$ cat src/rtl/ftpc_params.svh
/*
 Constants of the far-transfer privilege checker: descriptor field positions,
 gate type codes, fault codes and push widths.
 Assumes inclusion by bare name from the package; the modules only use its macros.
*/
// Function
// - Near jump, call and return forms skip all privilege checks.
// - The conforming flag of the target descriptor selects the check rules.
// - Direct nonconforming transfer faults unless current level equals descriptor level.
// - Direct nonconforming transfer needs request level no greater than current level.
// - Loaded nonconforming selector keeps the current level in its level field; through a gate to a lower-numbered level it takes the descriptor level.
// - Direct conforming transfer faults only if current level below descriptor level.
// - Conforming transfers ignore the selector request level completely; a gate transfer still checks it against the gate level.
// - Conforming transfer keeps current level and performs no stack switch.
// - Call gates come only from global or local tables, never interrupt table.
// - Gate gives target selector, entry offset and required privilege level.
// - A gate whose present flag is zero raises a not-present fault.
// - Parameter count means words for 16-bit, doublewords for 32-bit gates.
// - Gate size sets push width: 16-bit, 32-bit or 64-bit.
// - Wide gate: legacy low bytes, no count, upper offset must be canonical.
// - Wide gate upper type field must be zero; upper half as legacy faults.
// - Target through wide gate needs long bit set, default-size bit clear.
// - Extended mode decodes type 0CH as wide gate; no 32-bit gate exists.
// - Extended mode far call through 16-bit gate type 04H faults.
// - Wide gate pushes eight bytes, full pointer, no parameter copying.
// - Gate use needs current and request levels no greater than gate level.
`ifndef FTPC_PARAMS_SVH
`define FTPC_PARAMS_SVH
`define FTPC_GATE16_TYPE 4'h4
`define FTPC_GATE32_TYPE 4'hC
`define FTPC_OUT_PASS 2'h0
`define FTPC_OUT_PROT 2'h1
`define FTPC_OUT_NOTP 2'h2
`define FTPC_PUSH_2B 4'h2
`define FTPC_PUSH_4B 4'h4
`define FTPC_PUSH_8B 4'h8
`define FTPC_SEL_REQ_LSB 0
`define FTPC_SEL_TI_BIT 2
`define FTPC_G_OFFLO_LSB 0
`define FTPC_G_SEL_LSB 16
`define FTPC_G_CNT_LSB 32
`define FTPC_G_TYPE_LSB 40
`define FTPC_G_S_BIT 44
`define FTPC_G_LEVEL_LSB 45
`define FTPC_G_P_BIT 47
`define FTPC_G_OFFHI_LSB 48
`define FTPC_G_OFFUP_LSB 64
`define FTPC_G_UPTYPE_LSB 104
`define FTPC_CANON_MSB 47
`endif

$ cat src/rtl/ftpc_pkg.sv
/*
 Types shared by the checker and its decode helper.
 Assumes the params header is on the include path.
*/
package ftpc_pkg;
    `include "ftpc_params.svh"
    typedef enum logic [1:0] {ftpc_tbl_global, ftpc_tbl_local, ftpc_tbl_intr} ftpc_tbl_type;
    typedef enum logic [1:0] {ftpc_xfer_jump, ftpc_xfer_call, ftpc_xfer_return} ftpc_xfer_type;
    typedef enum logic [1:0] {ftpc_g_none, ftpc_g_16, ftpc_g_32, ftpc_g_64} ftpc_gate_kind_type;
endpackage

$ cat src/rtl/ftpc_gate_if.sv
/*
 Carries decoded call-gate fields from the decode helper to the checker.
 Assumes both ends share one clock domain; purely combinational fields.
*/
interface ftpc_gate_if;
    import ftpc_pkg::*;
    ftpc_gate_kind_type kind;
    logic present;
    logic [1:0] gate_level;
    logic [15:0] target_sel;
    logic [63:0] entry_offset;
    logic [4:0] param_count;
    logic bad_format;
    modport decoder (output kind, present, gate_level, target_sel, entry_offset, param_count, bad_format);
    modport checker_end (input kind, present, gate_level, target_sel, entry_offset, param_count, bad_format);
endinterface

$ cat src/rtl/ftpc_gate_decode.sv
/*
 Combinational decode of a 16-byte gate image into its fields.
 Assumes the image is stable while the checker samples it.
*/
module ftpc_gate_decode
    import ftpc_pkg::*;
(
    input wire logic [127:0] i_desc,
    input wire logic i_ext_mode,
    ftpc_gate_if.decoder gate
);
    logic [3:0] gtype;
    logic sys_seg;
    logic [63:0] wide_off;

    // Type nibble and system flag select gate kind
    always_comb begin
        gtype = i_desc[`FTPC_G_TYPE_LSB +: 4];
        sys_seg = ~i_desc[`FTPC_G_S_BIT];
        wide_off = {i_desc[`FTPC_G_OFFUP_LSB +: 32], i_desc[`FTPC_G_OFFHI_LSB +: 16],
            i_desc[`FTPC_G_OFFLO_LSB +: 16]};
        gate.kind = ftpc_g_none;
        if (sys_seg && gtype == `FTPC_GATE32_TYPE) begin
            gate.kind = i_ext_mode ? ftpc_g_64 : ftpc_g_32;
        end else if (sys_seg && gtype == `FTPC_GATE16_TYPE) begin
            gate.kind = ftpc_g_16;
        end
        gate.present = i_desc[`FTPC_G_P_BIT];
        gate.gate_level = i_desc[`FTPC_G_LEVEL_LSB +: 2];
        gate.target_sel = i_desc[`FTPC_G_SEL_LSB +: 16];
        gate.entry_offset = i_ext_mode ? wide_off : {32'h0, wide_off[31:0]};
        // Wide gates carry no copy count
        gate.param_count = i_ext_mode ? 5'h0 : i_desc[`FTPC_G_CNT_LSB +: 5];
        // Upper type must be zero and offset sign-extended from bit 47
        gate.bad_format = i_ext_mode && ((i_desc[`FTPC_G_UPTYPE_LSB +: 5] != 5'h0)
            || (wide_off[63:`FTPC_CANON_MSB] != {17{wide_off[`FTPC_CANON_MSB]}}));
    end
endmodule

$ cat src/flat_wrapper.sv
// flat-port wrapper written by rule: the top's interface ports become plain ports
module ftpc_gate_decode_flat import ftpc_pkg::*;
  (i_desc, i_ext_mode, gate_kind, gate_present, gate_gate_level, gate_target_sel, gate_entry_offset, gate_param_count, gate_bad_format);
  ftpc_gate_if gate_i ();
  input wire logic [127:0] i_desc;
  input wire logic i_ext_mode;
  output wire logic [$bits(gate_i.kind)-1:0] gate_kind;
  output wire logic [$bits(gate_i.present)-1:0] gate_present;
  output wire logic [$bits(gate_i.gate_level)-1:0] gate_gate_level;
  output wire logic [$bits(gate_i.target_sel)-1:0] gate_target_sel;
  output wire logic [$bits(gate_i.entry_offset)-1:0] gate_entry_offset;
  output wire logic [$bits(gate_i.param_count)-1:0] gate_param_count;
  output wire logic [$bits(gate_i.bad_format)-1:0] gate_bad_format;
  assign gate_kind = gate_i.kind;
  assign gate_present = gate_i.present;
  assign gate_gate_level = gate_i.gate_level;
  assign gate_target_sel = gate_i.target_sel;
  assign gate_entry_offset = gate_i.entry_offset;
  assign gate_param_count = gate_i.param_count;
  assign gate_bad_format = gate_i.bad_format;
  ftpc_gate_decode u_core (.i_desc(i_desc), .i_ext_mode(i_ext_mode), .gate(gate_i));
endmodule
$ cat config.mk
export PLATFORM = sky130hd
export DESIGN_NAME = ftpc_gate_decode_flat
export DESIGN_NICKNAME = d
export VERILOG_FILES = /design/src/rtl/ftpc_pkg.sv /design/src/rtl/ftpc_gate_if.sv /design/src/rtl/ftpc_gate_decode.sv /design/src/flat_wrapper.sv
export VERILOG_INCLUDE_DIRS = /design/src /design/src/rtl
export SDC_FILE = /design/constraint.sdc
export NUM_CORES = 1
export LEC_CHECK = 0
export ABC_AREA = 1
export BUFFER_PORTS_ARGS = -buffer_cell sky130_fd_sc_hd__buf_2
export CORE_AREA = 10 10 77 79
export DETAILED_ROUTE_END_ITERATION = 8
export DIE_AREA = 0 0 87 89
export PLACE_DENSITY = 0.71
export SYNTH_ARGS = -nofsm -noshare
export SYNTH_HDL_FRONTEND = slang
export SYNTH_SLANG_ARGS = --single-unit
export TNS_END_PERCENT = 30
$ cat constraint.sdc
create_clock -name vclk -period 1.95
set_input_delay 0.39 -clock vclk [all_inputs]
set_output_delay 0.39 -clock vclk [all_outputs]
set_load 0.03 [all_outputs]
Yosys cells after proc, flatten, opt, wreduce, memory -nomap -nowiden
Cells that the tools add are included.
{"block": "word_totals", "wordCells": 14, "latchBits": 0, "mem_bits_ro": 0, "regBits": 0, "mem_count": 0, "ramBits": 0}
{"block": "op_classes", "order_cmp": 0, "addsub": 0, "n_div": 0, "bitwise_logic": 1, "n_mul": 0, "reduce_logical": 5, "shifts": 0, "n_eq_ne": 3, "muxes": 5}
{"op": "$mux W64", "n": 1}
{"op": "$ne A16 B16 Y1", "n": 1}
{"op": "$mux W5", "n": 1}
{"op": "$reduce_bool A5 Y1", "n": 1}
{"op": "$eq A4 B3 Y1 const B", "n": 1}
{"op": "$eq A4 B4 Y1 const B", "n": 1}
{"op": "$logic_and A1 B1 Y1", "n": 3}
{"op": "$mux W1", "n": 2}
{"op": "$mux W2", "n": 1}
{"op": "$logic_or A1 B1 Y1", "n": 1}
{"op": "$not A1 Y1", "n": 1}

Longest topological paths before layout
{"block": "logic_depth", "word_depth": 4, "mapped_depth": 8}

Least setup slack after synthesis
OpenSTA, ideal clock, no wires.
{"block": "synth_timing", "path_kind": "input-to-output", "from": "input port i_desc[89]", "to": "output port gate_bad_format", "path_buffers": 0, "arrival_time_ns": 1.014, "path_slack_ns": 0.546, "t_required_ns": 1.560, "stages": 7, "path_cell_list": "or2_0 nor2_1 nand2_1 nand2_1 nand3_1 nand2_1 inv_1"}
{"block": "synth_between", "elab_chain_len": 3}
{"item": "start: declaration", "line_no": "flat_wrapper.sv:5", "text": "input wire logic [127:0] i_desc;"}
{"item": "$ne A16 B16 Y1", "line_no": "ftpc_gate_decode.sv:36", "text": "|| (wide_off[63:`FTPC_CANON_MSB] != {17{wide_off[`FTPC_CANON_MSB]}}));"}
{"item": "$logic_or A1 B1 Y1", "line_no": "ftpc_gate_decode.sv:35", "text": "gate.bad_format = i_ext_mode && ((i_desc[`FTPC_G_UPTYPE_LSB +: 5] != 5'h0)"}
{"item": "$logic_and A1 B1 Y1", "line_no": "ftpc_gate_decode.sv:35"}
{"item": "end: declaration", "line_no": "flat_wrapper.sv:13", "text": "output wire logic [$bits(gate_i.bad_format)-1:0] gate_bad_format;"}
Every way passes these cells.

Worst setup path after layout
{"block": "layout_timing", "from": "input port i_desc[84]", "to": "output port gate_bad_format"}
The elaborated chain is that of the path after synthesis.

==> impl_results.md <==
- Run status: finished, final reports clean
- Setup crit start: i_desc[84]
- Mapped Cells: about 170
- Critical Path Stages: 9
- Overall Power: between 0.0002 and 0.00025 W
- Vias per cell: around 3.7
- Max-cap violations: 0
- Initial core utilization: between 10% and 20%
- Die area: 7740 um2
- # IOs: 220
- CP Max Fanout: 3
- Die X-Extent: between 80 and 90 um
- Final Non-Filler Cells: 259
- Most frequent CP cell: nand2_1
- Slowest library cell on the worst path: or2_1
- Synth top area share: between 40% and 50%
- Hold_sp: i_desc[12]
- Crit path buffers/inverters: 3
- Worst stage delay on the critical path: between 0.2 and 0.25 ns
- Cell total after placement: 259
- Vias in the first global route: approximately 1000
- Sequential Area: 0 um2
- Crit. End Element: output port
- Leak: ~0.85 nW
- Top cells by area, synth: buf_4, nand2_1, inv_1, nor2_1, nand3b_1
- TritonRoute pass-1 iters: 2
- Setup violators final: 0
- Final-layout fill cell count: 533
- Chip height: between 80 and 90 um
- Synth-to-Final Area Change: 13.6%
- First-pass GRT wire length: ~4300 um
- Post-synthesis sequential area ratio: 0%
- Hold Crit Class: input port to output port
- Post-synth top cells: buf_4, nand2_1, inv_1
- Synth Net Count: 300
- DP Wirelength: roughly 2700 um
- CTS Hold Bufs: 0
- Detailed-route via count: approximately 950
- Worst-Margin Slew: 0.283 ns
- Starting DRT DRC Count: 8
- Post-route ant nets: 0
- Initial antenna violation count: 0
- Nets: around 340
- Crit path to: gate_bad_format
- Most common cell in the netlist: buf_4
- Port buffer count: between 80 and 90
- GRT overflow: 0
- Maximum clock frequency: between 500 and 600 MHz
- Min Tclk post-route: roughly 1.7 ns
- Critical setup path kind: input port to output port
- CTS resizes: 0
- Post-synthesis instance area: approximately 870 um2
- Layout Utilization: between 20% and 30%
- Core ar.: approximately 4500 um2
- Post-CTS Setup Inserts: 0
- CP arrival: about 1.3 ns
- Post-synthesis average cell area: a little over 5 um2
- Crit-path cells: buf_2, or2_1, nor2_1, nand2_1, nand2_1, nand3_1, nand2_1, inv_1, buf_2
- Final WS setup: between 0.2 and 0.3 ns
- Fin crit share: roughly 87%
- Seq Cell Count: 0
- Diode count: 0
- Clock buffers: 0
- Final wirelength: ~3000 um
- RSZ-0062 raised after global routing: no
- Yosys top cell by area: buf_4
- Share of layout cells above drive strength 1: roughly 43%
- Required time of the worst setup path: 1.56 ns
- YS warnings: 0
- All-layer global routing usage: 6.53%
- Cell variety after synth: 12
- Wire per inst: about 11 um
- Slew Limit Fails: 0
- Delay-heaviest family, CP: simple AND/OR/NAND/NOR gates
- Peak supply drop: 0.0539 mV
- GPL Wtd Cong: just under 0.7
- Detailed-route DRC error count: 0
- Count of final hold-check violations: 0
- Setup crit start kind: input port
- Largest net degree at the start of global routing: 25
- Row count: 25
- Place WS: ~0.23 ns
- Max_slew headroom: 81.1%
- Final setup TNS: 0 ns
- PD cells: 247 nW/um2
[per-layer routing]
| metal | up-vias | part of all wire (%) | global-route usage [%] |
|---|---|---|---|
| li1 | 494 | - | - |
| met4 | 0 | 6.8 | 4.57 |
| met5 | - | 0 | 0 |
| met1 | 359 | 33 | 5.76 |
| met3 | 28 | 17 | 3.46 |
| met2 | 71 | 44 | 11.3 |
[report_power, final]
part           switching, W  leakage [nW]  internal (W)  total, W
clock network             0             0             0         0
registers                 0             0             0         0
logic              0.000158         0.845     0.0000864  0.000245
[how the worst min path moves through the flow]
stage / end / slack, ns / cells after the start
after global routing: gate_entry_offset[24] / 0.78 / 0
after global placement: gate_entry_offset[16] / 0.78 / 0
after floorplan: gate_entry_offset[0] / 0.91 / 1
after CTS: gate_entry_offset[16] / 0.78 / 0
final: gate_entry_offset[12] / 0.78 / 0
after detailed placement: gate_entry_offset[16] / 0.78 / 0
[cell type report]
class / instances / area (um2) / share of cell area (%)
repair buffers: 89 / 460 / 46.5
well taps: 54 / 67.6 / 6.83
inverters: 41 / 154 / 15.5
multi-input cells: 75 / 308 / 31.1
[cells by family after synthesis]
logic type | after synthesis | share of synthesized area [%]
simple gates | 75 | 35.3
buf+inv | 96 | 64.7
[metrics by stage]
step | instance area (um2) | hold WS, ns
5_1_grt | 990 | 0.780
4_1_cts | 990 | 0.780
3_3_place_gp | 990 | 0.780
3_5_place_dp | 990 | 0.780
2_1_floorplan | 871 | 0.912
6_report | 990 | 0.780
[cells in the final DEF (no fill, tap or decap)]
master / instances
nand3b_1: 3
buf_12: 1
buf_2: 88
nor2_1: 18
nand2_1: 45
inv_1: 41
nand3_1: 3
nor3_1: 3
or2_1: 1
and2_1: 1
or2_0: 1
(Power assumes the default switching activity.)
